`src/tcce_pkg.sv`:
```
package tcce_pkg;
    // Register byte offsets
    localparam logic [7:0] TCCE_MODE_OFS = 8'h1C;
    localparam logic [7:0] TCCE_ENPOL_OFS = 8'h20;
    localparam logic [7:0] TCCE_MODE_CH12_OFS = 8'h18;
    localparam logic [7:0] TCCE_CTRL_OFS = 8'h44;
    localparam logic [15:0] TCCE_MODE_RST = 16'h0000;
    localparam logic [15:0] TCCE_ENPOL_RST = 16'h0000;
    // Mode register fields, high channel (4) and low channel (3)
    localparam int TCCE_HI_DIR = 8;
    localparam int TCCE_LO_DIR = 0;
    localparam int TCCE_HI_CLR = 15;
    localparam int TCCE_HI_CMP = 12;
    localparam int TCCE_HI_PRE = 11;
    localparam int TCCE_HI_FAST = 10;
    localparam int TCCE_LO_CLR = 7;
    localparam int TCCE_LO_CMP = 4;
    localparam int TCCE_LO_PRE = 3;
    localparam int TCCE_LO_FAST = 2;
    localparam int TCCE_HI_FILT = 12;
    localparam int TCCE_HI_PSC = 10;
    localparam int TCCE_LO_FILT = 4;
    localparam int TCCE_LO_PSC = 2;
    // Enable register: per channel group of four
    localparam int TCCE_GRP = 4;
    localparam int TCCE_EN = 0;
    localparam int TCCE_POL = 1;
    localparam int TCCE_CEN = 2;
    localparam int TCCE_CPOL = 3;
    localparam int TCCE_CH4_CEN_BIT = 14;
    // Control register fields
    localparam int TCCE_CTRL_MOE = 0;
    localparam int TCCE_CTRL_IDLE_OFFSTATE_SEL = 1;
    localparam int TCCE_CTRL_RUN_OFFSTATE_SEL = 2;
    localparam int TCCE_CTRL_LOCK = 4;
    localparam int TCCE_CTRL_IDLE = 8;
    localparam logic [15:0] TCCE_CTRL_RST = 16'h0000;
    localparam logic [15:0] TCCE_CTRL_MASK = 16'hFF37;
    localparam logic [1:0] TCCE_LOCK2 = 2'h2;

    typedef enum logic [1:0] {
        TCCE_DIR_OUT,
        TCCE_DIR_IN_A,
        TCCE_DIR_IN_B,
        TCCE_DIR_IN_TRG
    } tcce_dir_t;

    typedef enum logic [2:0] {
        TCCE_OC_FROZEN,
        TCCE_OC_SET,
        TCCE_OC_CLEAR,
        TCCE_OC_TOGGLE,
        TCCE_OC_FORCE_LO,
        TCCE_OC_FORCE_HI,
        TCCE_OC_PWM1,
        TCCE_OC_PWM2
    } tcce_oc_mode_t;

    typedef struct packed {
        logic [3:0] main_out;
        logic [3:0] main_oe;
        logic [3:0] comp_out;
        logic [3:0] comp_oe;
    } tcce_pins_t;

    typedef struct packed {
        logic [3:0] capture_en;
        logic [3:0] capture_edge_fall;
        logic [3:0] trig_in;
        logic [3:0] psc_reset;
    } tcce_cap_t;
endpackage

```
`src/tcce_top.sv`:
```
// Decided for this implementation: the Wishbone register port.
`timescale 1ns/1ns
// Function
// Channel-4 direction: 00 out, 01 input c, 10 input b, 11 trigger.
// Software picks trigger source only with an internal trigger selected.
// Channel-4 direction writable only while channel-4 enable is zero.
// Channel-3 direction: 00 out, 01 input b, 10 input c, 11 trigger.
// Channel-3 direction writable only while channel-3 enable is zero.
// Output-mode fields: ch4 at 15,14:12,11,10; ch3 at 7,6:4,3,2.
// Input-mode fields: filter/prescale ch4 15:12,11:10; ch3 7:4,3:2.
// Enable register: enable, polarity, comp enable, comp polarity per nibble.
// Complementary polarity zero is active high, one active low.
// Polarity bits locked at lock level 2 or 3; comp only for outputs.
// Comp enable clear: comp output inactive, level from off-state bits.
// Channel enable clear: main output inactive, level from off-state bits.
// Output polarity zero is active high, one active low.
// Input polarity zero rising, uninverted; one falling, inverted trigger.
// Input channel enable permits capture when set, blocks when clear.
// Capture prescaler reset while the channel enable bit is clear.
// Compare mode codes: frozen, set, clear, toggle, low, high, PWM1, PWM2.
// Software keeps idle and polarity bits clear with both outputs off.
// Channel-4 complementary enable bit reads zero and ignores writes.
module tcce_top
    import tcce_pkg::*;
(
    // Clock and reset
    input wire logic clk,
    input wire logic sys_rst,
    // Wishbone slave
    input wire logic wb_cyc_i,
    input wire logic wb_stb_i,
    input wire logic wb_we_i,
    input wire logic [7:0] wb_adr_i,
    input wire logic [3:0] wb_sel_i,
    input wire logic [31:0] wb_dat_i,
    output logic [31:0] wb_dat_o,
    output logic wb_ack_o,
    // Channel references from compare logic and timer inputs
    input wire logic [3:0] ref_in,
    input wire logic [3:0] timer_input,
    input wire logic internal_trigger_source,
    // Pins and capture controls
    output tcce_pkg::tcce_pins_t pins,
    output tcce_pkg::tcce_cap_t cap
);
    import tcce_pkg::*;

    logic [15:0] mode_ch12;
    logic [15:0] mode;
    logic [15:0] enpol;
    logic [15:0] ctrl;
    logic [15:0] wdata;
    logic [15:0] next_mode;
    logic [15:0] next_enpol;
    logic [15:0] next_mode_ch12;
    logic wr;
    logic locked;
    logic [1:0] dir [4];
    logic [15:0] next_ctrl;
    logic main_output_enable;
    logic idle_offstate_sel;
    logic run_offstate_sel;
    // Per-channel views of the enable register, direction and input source
    logic [3:0] ch_en;
    logic [3:0] ch_cen;
    logic [3:0] ch_pol;
    logic [3:0] ch_cpol;
    logic [3:0] ch_out;
    logic [3:0] ch_src;
    tcce_pins_t next_pins;
    tcce_cap_t next_cap;

    assign wr = wb_cyc_i && wb_stb_i && wb_we_i && !wb_ack_o;
    assign wdata = {wb_sel_i[1] ? wb_dat_i[15:8] : 8'h00, wb_sel_i[0] ? wb_dat_i[7:0] : 8'h00};
    assign locked = ctrl[TCCE_CTRL_LOCK +: 2] >= TCCE_LOCK2;
    assign dir[0] = mode_ch12[1:0];
    assign dir[1] = mode_ch12[9:8];
    assign dir[2] = mode[TCCE_LO_DIR +: 2];
    assign dir[3] = mode[TCCE_HI_DIR +: 2];
    assign main_output_enable = ctrl[TCCE_CTRL_MOE];
    assign idle_offstate_sel = ctrl[TCCE_CTRL_IDLE_OFFSTATE_SEL];
    assign run_offstate_sel = ctrl[TCCE_CTRL_RUN_OFFSTATE_SEL];

    // Byte-lane merge, then direction locks
    always_comb begin
        next_mode = mode;
        if (wb_sel_i[0]) begin
            next_mode[7:0] = wdata[7:0];
        end
        if (wb_sel_i[1]) begin
            next_mode[15:8] = wdata[15:8];
        end
        // ch4 direction guard
        if (enpol[3*TCCE_GRP + TCCE_EN]) begin
            next_mode[TCCE_HI_DIR +: 2] = mode[TCCE_HI_DIR +: 2];
        end
        // ch3 direction guard
        if (enpol[2*TCCE_GRP + TCCE_EN]) begin
            next_mode[TCCE_LO_DIR +: 2] = mode[TCCE_LO_DIR +: 2];
        end
    end

    always_comb begin
        next_mode_ch12 = mode_ch12;
        if (wb_sel_i[0]) begin
            next_mode_ch12[7:0] = wdata[7:0];
        end
        if (wb_sel_i[1]) begin
            next_mode_ch12[15:8] = wdata[15:8];
        end
        if (enpol[TCCE_EN]) begin
            next_mode_ch12[1:0] = mode_ch12[1:0];
        end
        if (enpol[TCCE_GRP + TCCE_EN]) begin
            next_mode_ch12[9:8] = mode_ch12[9:8];
        end
    end

    always_comb begin
        next_enpol = enpol;
        if (wb_sel_i[0]) begin
            next_enpol[7:0] = wdata[7:0];
        end
        if (wb_sel_i[1]) begin
            next_enpol[15:8] = wdata[15:8];
        end
        for (int c = 0; c < 4; c++) begin
            // polarity lock
            if (locked) begin
                next_enpol[c*TCCE_GRP + TCCE_POL] = enpol[c*TCCE_GRP + TCCE_POL];
                if (dir[c] == TCCE_DIR_OUT) begin
                    next_enpol[c*TCCE_GRP + TCCE_CPOL] = enpol[c*TCCE_GRP + TCCE_CPOL];
                end
            end
        end
        // reserved bit
        next_enpol[TCCE_CH4_CEN_BIT] = 1'b0;
    end

    // Control word; lock level only rises until reset
    always_comb begin
        next_ctrl = ctrl;
        if (wb_sel_i[0]) begin
            next_ctrl[7:0] = wdata[7:0] & TCCE_CTRL_MASK[7:0];
        end
        if (wb_sel_i[1]) begin
            next_ctrl[15:8] = wdata[15:8] & TCCE_CTRL_MASK[15:8];
        end
        // A lower lock value is ignored so software cannot unlock
        next_ctrl[TCCE_CTRL_LOCK +: 2] = ctrl[TCCE_CTRL_LOCK +: 2];
        if (wb_sel_i[0] && (wdata[TCCE_CTRL_LOCK +: 2] > ctrl[TCCE_CTRL_LOCK +: 2])) begin
            next_ctrl[TCCE_CTRL_LOCK +: 2] = wdata[TCCE_CTRL_LOCK +: 2];
        end
    end

    // Register writes
    always_ff @(posedge clk) begin
        if (sys_rst) begin
            mode <= TCCE_MODE_RST;
            mode_ch12 <= TCCE_MODE_RST;
            enpol <= TCCE_ENPOL_RST;
            ctrl <= TCCE_CTRL_RST;
        end else if (wr) begin
            case (wb_adr_i)
                // field layout is the stored word
                TCCE_MODE_OFS: mode <= next_mode;
                TCCE_MODE_CH12_OFS: mode_ch12 <= next_mode_ch12;
                // enable register
                TCCE_ENPOL_OFS: enpol <= next_enpol;
                // Lock raise-only merge is done in next_ctrl
                TCCE_CTRL_OFS: ctrl <= next_ctrl;
                default: ;
            endcase
        end
    end

    // Bus answer: one registered ack per request, the cycle after the strobe
    always_ff @(posedge clk) begin
        if (sys_rst) begin
            wb_ack_o <= 1'b0;
            wb_dat_o <= 32'h0000_0000;
        end else begin
            wb_ack_o <= wb_cyc_i && wb_stb_i && !wb_ack_o;
            case (wb_adr_i)
                TCCE_MODE_OFS: wb_dat_o <= {16'h0000, mode};
                TCCE_MODE_CH12_OFS: wb_dat_o <= {16'h0000, mode_ch12};
                TCCE_ENPOL_OFS: wb_dat_o <= {16'h0000, enpol};
                TCCE_CTRL_OFS: wb_dat_o <= {16'h0000, ctrl};
                default: wb_dat_o <= 32'h0000_0000;
            endcase
        end
    end

    // Per-channel enable group and direction decode
    for (genvar c = 0; c < 4; c++) begin : g_chan
        assign ch_en[c] = enpol[c*TCCE_GRP + TCCE_EN];
        assign ch_pol[c] = enpol[c*TCCE_GRP + TCCE_POL];
        assign ch_cen[c] = enpol[c*TCCE_GRP + TCCE_CEN];
        assign ch_cpol[c] = enpol[c*TCCE_GRP + TCCE_CPOL];
        assign ch_out[c] = dir[c] == TCCE_DIR_OUT;
    end

    // input source routing
    always_comb begin
        ch_src = 4'h0;
        for (int c = 0; c < 4; c++) begin
            case (dir[c])
                TCCE_DIR_IN_A: begin
                    ch_src[c] = timer_input[c];
                end
                TCCE_DIR_IN_B: begin
                    // Neighbour pairing: channel 3 takes input 4 and 4 takes 3
                    ch_src[c] = timer_input[c ^ 1];
                end
                TCCE_DIR_IN_TRG: begin
                    // Only meaningful with an internal trigger selected upstream
                    ch_src[c] = internal_trigger_source;
                end
                default: begin
                    ch_src[c] = 1'b0;
                end
            endcase
        end
    end

    // Pin levels; no dead-time, both outputs move in the same cycle
    always_comb begin
        next_pins = '0;
        for (int c = 0; c < 4; c++) begin
            if (!ch_out[c]) begin
                // Input channel never drives its pins
                next_pins.main_oe[c] = 1'b0;
                next_pins.main_out[c] = 1'b0;
                next_pins.comp_oe[c] = 1'b0;
                next_pins.comp_out[c] = 1'b0;
            end else if (main_output_enable) begin
                // main output, off-state only with run off-state
                next_pins.main_oe[c] = ch_en[c] || (run_offstate_sel && ch_cen[c]);
                if (ch_en[c]) begin
                    next_pins.main_out[c] = ref_in[c] ^ ch_pol[c];
                end else begin
                    next_pins.main_out[c] = run_offstate_sel && ch_pol[c];
                end
                // comp output, reference inverted only beside a live main
                next_pins.comp_oe[c] = ch_cen[c] || (run_offstate_sel && ch_en[c]);
                if (ch_cen[c]) begin
                    next_pins.comp_out[c] = ref_in[c] ^ ch_en[c] ^ ch_cpol[c];
                end else begin
                    next_pins.comp_out[c] = run_offstate_sel && ch_cpol[c];
                end
            end else begin
                // Main enable off: idle levels, driven only with idle off-state
                next_pins.main_oe[c] = idle_offstate_sel && (ch_en[c] || ch_cen[c]);
                next_pins.main_out[c] = ctrl[TCCE_CTRL_IDLE + 2*c];
                next_pins.comp_oe[c] = idle_offstate_sel && (ch_en[c] || ch_cen[c]);
                next_pins.comp_out[c] = ctrl[TCCE_CTRL_IDLE + 2*c + 1];
            end
            // channel 4 has no complementary pin
            if (c == 3) begin
                next_pins.comp_oe[c] = 1'b0;
                next_pins.comp_out[c] = 1'b0;
            end
        end
    end

    // Capture controls
    always_comb begin
        next_cap = '0;
        for (int c = 0; c < 4; c++) begin
            // capture gate
            next_cap.capture_en[c] = !ch_out[c] && ch_en[c];
            // edge select and trigger polarity
            next_cap.capture_edge_fall[c] = ch_pol[c];
            next_cap.trig_in[c] = !ch_out[c] && (ch_src[c] ^ ch_pol[c]);
            // prescaler held clear while disabled
            next_cap.psc_reset[c] = !ch_en[c];
        end
    end

    // Registered pins, one cycle after the register change
    always_ff @(posedge clk) begin
        if (sys_rst) begin
            pins <= '0;
        end else begin
            pins <= next_pins;
        end
    end

    // Registered capture controls
    always_ff @(posedge clk) begin
        if (sys_rst) begin
            cap <= '0;
        end else begin
            cap <= next_cap;
        end
    end
endmodule // tcce_top

```
`config.mk`:
```
export PLATFORM = sky130hd
export DESIGN_NAME = tcce_top
export DESIGN_NICKNAME = d
export VERILOG_FILES = /design/src/tcce_pkg.sv /design/src/tcce_top.sv
export SDC_FILE = /design/constraint.sdc
export NUM_CORES = 1
export LEC_CHECK = 0
export BUFFER_PORTS_ARGS = -buffer_cell sky130_fd_sc_hd__buf_2
export CAP_MARGIN = 5
export CORE_ASPECT_RATIO = 1.1
export CORE_MARGIN = 1.5
export CORE_UTILIZATION = 35
export DETAILED_ROUTE_END_ITERATION = 12
export GPL_TIMING_DRIVEN = 0
export PLACE_DENSITY_LB_ADDON = 0.25
export SYNTH_ARGS = -nofsm -noshare
export SYNTH_HDL_FRONTEND = slang
export SYNTH_SLANG_ARGS = --single-unit
```
`constraint.sdc`:
```
create_clock -name clk -period 1.57 [get_ports clk]
set_input_delay 0.2355 -clock clk [delete_from_list [all_inputs] [get_ports clk]]
set_output_delay 0.2355 -clock clk [all_outputs]
set_load 0.05 [all_outputs]
```
==> results of run 1 <==
-- power by group through the flow --
| stage | Clock (µW) | Sequential (µW) | Combinational, µW |
|---|---|---|---|
| 4_1_cts | 2450 | 2720 | 434 |
| 6_report | 2420 | 2720 | 453 |
| 3_3_place_gp | 0 | 2780 | 422 |
| 2_1_floorplan | 0 | 2810 | 250 |
| 5_1_grt | 2560 | 2720 | 479 |
| 3_5_place_dp | 0 | 2780 | 430 |
-- per-layer routing --
layer	up-vias	wire length (µm)	share of wire, %
met4	0	370	2.5
met5	-	0	0
met3	30	1164	7.9
met2	190	6829	47
met1	2042	6308	43
li1	2059	-	-
-- critical path: stages (launching register included) --
cell and delay [ns]:
dfxtp_4 0.34, and4b_1 0.25, buf_6 0.18, nand4_1 0.16, buf_4 0.23, o21ai_0 0.17, a21oi_1 0.09
-- logic make-up after synthesis --
group | Yosys count | synth area share, %
fa+ha+maj | 2 | 0.5194
flops | 107 | 44.47
mux | 49 | 10.18
xor+xnor | 14 | 2.545
other cells | 1 | 0.07785
buf+inv | 60 | 6.675
simple gates | 181 | 20.26
compound gates | 109 | 15.27
-- layout make-up --
| cell class | instances | area [µm²] | area share, % |
|---|---|---|---|
| clock inverter | 3 | 42.54 | 0.7035 |
| tap | 184 | 230.2 | 3.807 |
| multi-input combinational | 373 | 2477 | 40.97 |
| inverter | 8 | 30.03 | 0.4966 |
| buffer | 52 | 309.0 | 5.111 |
| sequential | 107 | 2147 | 35.51 |
| clock buffer | 13 | 281.5 | 4.655 |
| timing repair buffer | 98 | 529.3 | 8.752 |
-- per-stage QoR --
step	instance area, µm²	cells
after detailed placement	5559	808
after floorplan	4908	540
final	6047	838
after CTS	5942	831
after global placement	5559	808
after global routing	6047	838
-- worst paths after layout --
check	cells past startpoint	end
setup / recovery	6	enpol[3]$_SDFFE_PP0P_
hold reg to reg	1	wb_ack_o$_SDFF_PP0_
setup reg to reg	6	enpol[3]$_SDFFE_PP0P_
hold / removal	3	wb_ack_o$_SDFF_PP0_
-- cells in the mapped netlist, types with 3 or more instances --
library cell  number
mux2i_1           49
a211o_1           11
a222oi_1           3
nand4_2            5
nor2_1            64
nand2b_1           6
o211ai_1           5
nor3b_1            3
nor3_1             7
inv_1              8
clkbuf_1          25
a21oi_1           31
nor2b_1            8
a22o_2             4
nand3_1            4
o211a_1            3
a22oi_1           11
dfxtp_1          107
xnor2_1            4
buf_4             18
a31oi_1            3
xor2_1            10
o21ai_0           25
o41ai_1            3
nand3b_1           8
nand2_1           50
or3_1              7
buf_2              6
a21oi_2            5
-- state kept, by name (all words and copies together), names as in the netlist --
name / count
enpol: 15
ctrl: 13
pins: 14
mode: 16
mode_ch12: 16
wb_ack_o: 1
cap: 16
wb_dat_o: 16
-- timing repair --
item	CTS	global route
pin swaps	1	4
gates cloned	0	0
endpoints found under the setup margin	47	46
buffers inserted	7	7
resized for setup	4	16
==> run_results.csv, run 1 <==
group,metric,value,unit
outcome,status,"finished with violations",
synthesis,synth_top_area_share,44.47,%
hold_path,min_path_type,"in -> reg",
synthesis,synth_seq_cells,107,
timing,postLayoutSetupSlackWorst,-0.005459,ns
setup_path,cp-start-kind,"flip-flop",
synthesis,synth_edf_count,0,
cells_and_area,drive_gt1_share,26.30,%
power_and_ir_drop,power_density,924.3,nW/µm²
synthesis,ys.warnings.count,0,
power_and_ir_drop,power.leakage,0.002670,µW
timing,hold_viol,0,
global_route,busiest_layer,"met2",
cells_and_area,fin_util,45.39,%
synthesis,synth.largest_area_cell,"dfxtp_1",
timing,report.final.slew_viol_count,0,
timing,fin_worst_skew,0.01024,ns
placed_design,io_buffers,84,
routing,dr_total_vias,4321,
floorplanning,coreArea,13320,µm²
clock_tree,clock_sinks,107,
timing,min_period_over_period,100.3,%
routing,drc,0,
routing,via_per_inst,5.156,
setup_path,critPathRequiredTime,1.78,ns
global_route,grt_max_degree,17,
placed_design,gp_congestion,0.8689,
setup_path,timing.rr.start,"wb_ack_o$_SDFF_PP0_",
clock_tree,numCtsBuffers,9,
floorplanning,ios,123,
placed_design,post-place-ws,-0.8242,ns
timing,post-route-min-period,1.575,ns
setup_path,path_class,"reg -> reg",
timing,setup_viol,1,
timing,max_freq,634.7,MHz
clock_tree,cts.hold.buffers_added,0,
cells_and_area,syn_to_final_growth,25.53,%
timing,slew_headroom,54.04,%
power_and_ir_drop,p_seq_share,48.7,%
routing,wire_per_inst,17.51,µm
placed_design,dp_hpwl,10.66,mm
cells_and_area,layout_commonest_cell,"dfxtp_1",
synthesis,synth_cells,523,
timing,grt_setup_unrepaired,"true",
floorplanning,fp.dieH,126.0,µm
routing,dr.pass1.iters,6,
setup_path,crit_path_end_kind,"flip-flop",
power_and_ir_drop,p_switching,1321,µW
cells_and_area,nFillCells,1374,
run,maxCapViolCount,0,
synthesis,netlist-cell-type-count,52,
clock_tree,clk_latency,0.35,ns
hold_path,min_from,"wb_stb_i",
synthesis,synth_area_leaders,"dfxtp_1, mux2i_1, nor2_1, nand2_1, a21oi_1",
synthesis,synthFlopType,"dfxtp_1",
routing,finalWirelength,14.67,mm
floorplanning,start_util,36.16,%
global_route,grt_pass1_vias,4103,
cells_and_area,layout_common_cells,"dfxtp_1, buf_2, nor2_1",
power_and_ir_drop,p_int,4268,µW
global_route,antenna_found_initial,0,
global_route,grtUsageMet2,32.07,%
global_route,grt_pass1_wl,22.22,mm
clock_tree,cts_tree,"yes",
power_and_ir_drop,pwr-share-clk,43.2,%
power_and_ir_drop,switching_share,23.64,%
outcome,violations,"negative setup slack",
setup_path,startpoint,"wb_ack_o$_SDFF_PP0_",
clock_tree,clock_path_buffers,2,
cells_and_area,antenna_cells,0,
routing,drtAntennaViolNets,0,
synthesis,synth_seq_area_share,44.47,%
timing,worst_hold_slack,0.1076,ns
timing,finalSetupTns,-0.005459,ns
global_route,met3_usage,4.139,%
power_and_ir_drop,finalPower,5589,µW
setup_path,cp.arrival,1.78,ns
floorplanning,die_area,14480,µm²
floorplanning,row_count,44,
global_route,overflow,0,
timing,tightest_slew,0.6893,ns
synthesis,async_flop_share,0,%
clock_tree,cts_max_level,3,
setup_path,critPathMaxFanout,10,
power_and_ir_drop,vdd_ir_drop_max,0.4995,mV
clock_tree,cts_root_buf,"clkbuf_16",
power_and_ir_drop,power_frac_comb,8.1,%
synthesis,syn_area_per_cell,9.211,µm²
global_route,grt.total_usage,20.34,%
global_route,grt_use_met1,26.78,%
cells_and_area,nNetsFinal,709,
clock_tree,clkTransAtPathRegs,0.07,ns
setup_path,r2r_slack,-0.005,ns
routing,drtIter0Drc,317,
floorplanning,fp.dieW,114.9,µm
synthesis,synthesis.area,4817,µm²
No activity file was read; power rests on OpenSTA's default activity.
==> run 2, diff against run 1 <==
Settings changed: BUFFER_PORTS_ARGS -buffer_cell sky130_fd_sc_hd__buf_2 to -buffer_cell sky130_fd_sc_hd__buf_4.
==> run 2 against run 1 <==
  * The run still ends with negative setup slack left
  * Hold slack better by 0.0087 ns
  * Non-clock buffer count fell by 6
  * Cell area increased by 3.3%
  * Maximum frequency fell by 0.96%
  * Critical path depth stayed put
  * Wire length down 0.52%
  * Sequential power is essentially flat
  * Power shrank 0.32%
  * Sequential share of layout area down 1.1 points
  * Via count shrank 1.5%
  * Critical endpoint is now mode[1]$_SDFFE_PP0P_
  * Highest routed layer unchanged
==> run_results.csv, run 2 (same netlist as run 1, synthesis figures left out) <==
group,metric,value,unit
cells_and_area,layout_common_cells,"buf_4, dfxtp_1, nor2_1",
routing,met1_length,6.167,mm
routing,routed-wl-met2,6.802,mm
placed_design,placedInstanceArea,5769,µm²
routing,drtIter0Drc,308,
floorplanning,coreArea,13320,µm²
cells_and_area,nNetsFinal,703,
hold_path,hold_path_depth,3,
placed_design,dp.cells,808,
cells_and_area,fin_cells,831,
timing,max_freq,628.6,MHz
clock_tree,clk_latency,0.36,ns
power_and_ir_drop,p_int,4243,µW
placed_design,io_buffers,84,
global_route,grt.total_usage,20.12,%
setup_path,critPathRequiredTime,1.85,ns
clock_tree,cts.hold.buffers_added,0,
timing,hold_viol,0,
setup_path,max_stage_delay,0.37,ns
routing,finalWirelength,14.60,mm
routing,drc,0,
hold_path,min_path_type,"in -> reg",
global_route,grt_pass1_wl,21.97,mm
clock_tree,clkTransAtPathRegs,0.07,ns
timing,setup_viol,3,
routing,met3_length,1.134,mm
setup_path,timing.rr.start,"wb_ack_o$_SDFF_PP0_",
power_and_ir_drop,p_seq_share,48.8,%
floorplanning,row_count,44,
routing,dr.pass1.iters,5,
setup_path,cp-start-kind,"flip-flop",
timing,grt_setup_unrepaired,"true",
timing,finalSetupTns,-0.03741,ns
outcome,violations,"negative setup slack",
placed_design,gp_congestion,0.8686,
cells_and_area,antenna_cells,0,
setup_path,crit_path_end_kind,"flip-flop",
cells_and_area,stdcell_area,6247,µm²
cells_and_area,nFillCells,1316,
clock_tree,clock_path_buffers,2,
power_and_ir_drop,pwr-share-clk,42.5,%
floorplanning,fp.dieW,114.9,µm
routing,routed.top_layer,"met4",
timing,fin_worst_skew,0.01131,ns
timing,report.final.slew_viol_count,0,
cells_and_area,syn_to_final_growth,29.69,%
clock_tree,cts_root_buf,"clkbuf_16",
global_route,antenna_found_initial,0,
power_and_ir_drop,power_density,891.8,nW/µm²
timing,slew_headroom,55.35,%
cells_and_area,drive_gt1_share,26.58,%
global_route,overflow,0,
timing,worst_hold_slack,0.1162,ns
setup_path,cp.arrival,1.87,ns
setup_path,cp.buffers_inverters,2,
clock_tree,cts_max_level,3,
routing,dr_total_vias,4256,
setup_path,r2r_slack,-0.02,ns
routing,wire_per_inst,17.56,µm
routing,via_per_inst,5.122,
power_and_ir_drop,vdd_ir_drop_max,0.5497,mV
clock_tree,numCtsBuffers,9,
timing,tightest_slew,0.6698,ns
floorplanning,start_util,36.16,%
run,maxCapViolCount,0,
routing,drtAntennaViolNets,0,
setup_path,slowest_stage,"or3_4",
setup_path,cp_cell_sequence,"and4b_2 > buf_4 > buf_6 > nand4_4 > or3_4 > a21oi_2",
global_route,grt_pass1_vias,4092,
power_and_ir_drop,switching_share,23.84,%
setup_path,rr_worst_depth,6,
outcome,status,"finished with violations",
power_and_ir_drop,power.leakage,0.002671,µW
timing,post-route-min-period,1.591,ns
setup_path,path_class,"reg -> reg",
timing,postLayoutSetupSlackWorst,-0.02080,ns
hold_path,min_from,"wb_stb_i",
global_route,grt_max_degree,17,
clock_tree,cts_tree,"yes",
power_and_ir_drop,power_frac_comb,8.7,%
timing,min_period_over_period,101.3,%
placed_design,dp_hpwl,10.55,mm
setup_path,critPathMaxFanout,5,
power_and_ir_drop,p_switching,1328,µW
power_and_ir_drop,finalPower,5571,µW
setup_path,critPathTopFamily,"simple AND/OR/NAND/NOR gates",
floorplanning,fp.dieH,126.0,µm
setup_path,rr_endpoint,"mode[1]$_SDFFE_PP0P_",
clock_tree,clock_sinks,107,
hold_path,hold-path-endpoint,"wb_ack_o$_SDFF_PP0_",
floorplanning,die_area,14480,µm²
floorplanning,ios,123,
run 2: how the worst max path moves through the flow:
| stage | cells past startpoint | slack [ns] | to | start |
|---|---|---|---|---|
| 2_1_floorplan | 7 | 0.0009 | ctrl[4]$_SDFFE_PP0P_ | wb_sel_i[0] |
| 3_3_place_gp | 5 | -0.78 | cap[3]$_SDFF_PP0_ | sys_rst |
| 3_5_place_dp | 5 | -0.73 | mode[4]$_SDFFE_PP0P_ | sys_rst |
| 4_1_cts | 5 | -0.09 | ctrl[4]$_SDFFE_PP0P_ | wb_ack_o$_SDFF_PP0_ |
| 5_1_grt | 6 | -0.08 | enpol[11]$_SDFFE_PP0P_ | wb_ack_o$_SDFF_PP0_ |
| 6_report | 6 | -0.02 | mode[1]$_SDFFE_PP0P_ | wb_ack_o$_SDFF_PP0_ |
run 2: area by class of cell:
class	instances	area [µm²]	area share [%]
tap	184	230.2	3.685
buffer	52	310.3	4.967
inverter	8	30.03	0.4807
sequential	107	2147	34.37
timing repair buffer	92	718.2	11.50
clock inverter	4	47.55	0.7611
multi-input combinational	373	2500	40.02
clock buffer	11	264.0	4.226
run 2: power by group through the flow:
stage          clock, µW  sequential, µW  combinational [µW]
5_1_grt             2490            2720                 510
6_report            2370            2720                 484
3_5_place_dp           0            2780                 460
4_1_cts             2410            2720                 462
2_1_floorplan          0            2810                 250
3_3_place_gp           0            2780                 453
run 2: per-layer routing:
metal  vias to the layer above  track usage (%)
li1                       2035                -
met1                      1997            25.19
met3                        32            4.668
met5                         -                0
met4                         0            10.31
met2                       192            32.18
run 2: tightest hold or removal path, stage by stage:
cell	delay (ns)
buf_4	0.11
nand2_1	0.05
nor3_1	0.04
run 2: stage by stage:
| stage | utilization (%) | setup slack (ns) |
|---|---|---|
| 6_report | 46.89 | -0.02080 |
| 5_1_grt | 46.89 | -0.07609 |
| 4_1_cts | 45.89 | -0.08970 |
| 3_5_place_dp | 43.30 | -0.7266 |
| 3_3_place_gp | 43.30 | -0.7819 |
| 2_1_floorplan | - | 0.0008621 |
run 2: what timing repair did:
action	in CTS	in global routing
buffers inserted	3	4
gates cloned	0	1
resized for setup	5	27
setup endpoints to repair	42	40
pin swaps	0	11
==> run 3, diff against run 2 <==
Settings changed: CORE_UTILIZATION 35 to 29.
==> run 3 against run 2 <==
  * The run ends with design-rule violations, negative setup slack left
  * Critical path depth stayed put
  * Combinational power is 3% higher
  * Clock-buffer cell count is 1 lower
  * First-iteration DRC count is 8.4% higher
  * Critical endpoint is now ctrl[4]$_SDFFE_PP0P_
==> run_results.csv, run 3 (same netlist as run 1, synthesis figures left out) <==
group,metric,value,unit
cells_and_area,fin_util,39.31,%
timing,hold_viol,0,
hold_path,min_path_type,"in -> reg",
setup_path,cp.arrival,1.90,ns
clock_tree,numCtsBuffers,9,
setup_path,max_stage_delay,0.39,ns
floorplanning,row_count,49,
setup_path,critPathRequiredTime,1.86,ns
cells_and_area,nNetsFinal,715,
placed_design,dp_hpwl,11.30,mm
cells_and_area,antenna_cells,0,
timing,fin_worst_skew,0.009599,ns
outcome,violations,"design-rule violations, negative setup slack",
floorplanning,die_area,17390,µm²
timing,finalSetupTns,-0.1926,ns
cells_and_area,layout_common_cells,"buf_4, dfxtp_1, nor2_1",
routing,dr_total_vias,4346,
clock_tree,clock_sinks,107,
setup_path,cp-start-kind,"flip-flop",
setup_path,slowest_stage,"or3_1",
floorplanning,coreArea,16310,µm²
floorplanning,fp.dieH,138.2,µm
timing,worst_hold_slack,0.1000,ns
timing,slew_headroom,53.36,%
power_and_ir_drop,finalPower,5836,µW
setup_path,crit_path_end_kind,"flip-flop",
global_route,grt_pass1_vias,4217,
routing,via_per_inst,5.030,
placed_design,post-place-ws,-0.8156,ns
cells_and_area,layout_commonest_cell,"buf_4",
floorplanning,ios,123,
clock_tree,cts.hold.buffers_added,0,
clock_tree,clkTransAtPathRegs,0.07,ns
placed_design,gp_congestion,0.9003,
floorplanning,fp.dieW,125.9,µm
outcome,status,"finished with violations",
clock_tree,cts_max_level,3,
setup_path,critPathMaxFanout,5,
timing,max_freq,618.8,MHz
timing,report.final.slew_viol_count,0,
timing,grt_setup_unrepaired,"true",
cells_and_area,drive_gt1_share,28.33,%
run,maxCapViolCount,0,
global_route,grt_max_degree,19,
global_route,overflow,0,
placed_design,io_buffers,84,
global_route,grt_pass1_wl,23.75,mm
routing,drc,6,
clock_tree,cts_tree,"yes",
global_route,grt.total_usage,17.76,%
setup_path,cp.buffers_inverters,2,
clock_tree,cts_root_buf,"clkbuf_16",
timing,tightest_slew,0.6996,ns
setup_path,cp_cell_sequence,"and4b_2 > buf_6 > buf_4 > nand4_4 > or3_1 > a21oi_1",
setup_path,r2r_slack,-0.05,ns
power_and_ir_drop,power.leakage,0.002754,µW
timing,postLayoutSetupSlackWorst,-0.04595,ns
routing,drtAntennaViolNets,0,
power_and_ir_drop,power_density,910.3,nW/µm²
clock_tree,clock_path_buffers,2,
timing,post-route-min-period,1.616,ns
routing,finalWirelength,15.59,mm
timing,setup_viol,11,
setup_path,path_class,"reg -> reg",
power_and_ir_drop,vdd_ir_drop_max,0.4901,mV
routing,drtIter0Drc,334,
floorplanning,start_util,29.54,%
routing,dr.pass1.iters,12,
cells_and_area,syn_to_final_growth,33.09,%
global_route,antenna_found_initial,0,
timing,min_period_over_period,102.9,%
setup_path,critPathTopFamily,"simple AND/OR/NAND/NOR gates",
clock_tree,clk_latency,0.36,ns
routing,wire_per_inst,18.05,µm
## run 3: power by group
group	switching (µW)	internal, µW
Sequential	2.61	2720
Clock	1050	1570
Combinational	329	171
Total	1380	4450
## run 3: worst min-delay path, cell delays in order
cell and delay, ns:
buf_4 0.11, nand2_1 0.05, nor3_1 0.03
## run 3: stage by stage
stage / cell area (µm²) / cells
floorplan: 4908 / 540
global placement: 5794 / 828
detailed placement: 5794 / 828
CTS: 6297 / 856
global route: 6411 / 864
finish: 6411 / 864
## run 3: metal layers
layer / vias up / part of all wire [%] / global-route usage [%] / wire length [µm]
li1: 2066 / - / - / -
met4: 0 / 3.0 / 7.623 / 462
met5: - / 0 / 0 / 0
met3: 30 / 7.4 / 3.135 / 1159
met1: 2046 / 43 / 22.84 / 6646
met2: 204 / 47 / 29.29 / 7323
## run 3: timing repair
| item | CTS | global route |
|---|---|---|
| cloned | 1 | 1 |
| pin swaps | 7 | 3 |
| gates resized for setup | 16 | 25 |
| buffers inserted | 11 | 8 |
| hold endpoints to repair | 0 | 0 |
| setup endpoints to repair | 47 | 49 |
## run 3: path summary, 6_finish.rpt
path	startpoint	endpoint	cells past startpoint
max	wb_ack_o$_SDFF_PP0_	ctrl[4]$_SDFFE_PP0P_	6
min reg2reg	wb_ack_o$_SDFF_PP0_	wb_ack_o$_SDFF_PP0_	1
max reg2reg	wb_ack_o$_SDFF_PP0_	ctrl[4]$_SDFFE_PP0P_	6
min	wb_stb_i	wb_ack_o$_SDFF_PP0_	3
## run 3: layout make-up
type | instances | area, µm²
plain buffers | 51 | 306.5
clock buffers | 10 | 229.0
clock inverters | 6 | 115.1
fillers | 1657 | 9897
inverters | 8 | 30.03
multi-input cells | 373 | 2506
flip-flops and latches | 107 | 2146
well taps | 204 | 255.2
repair buffers | 105 | 823.3
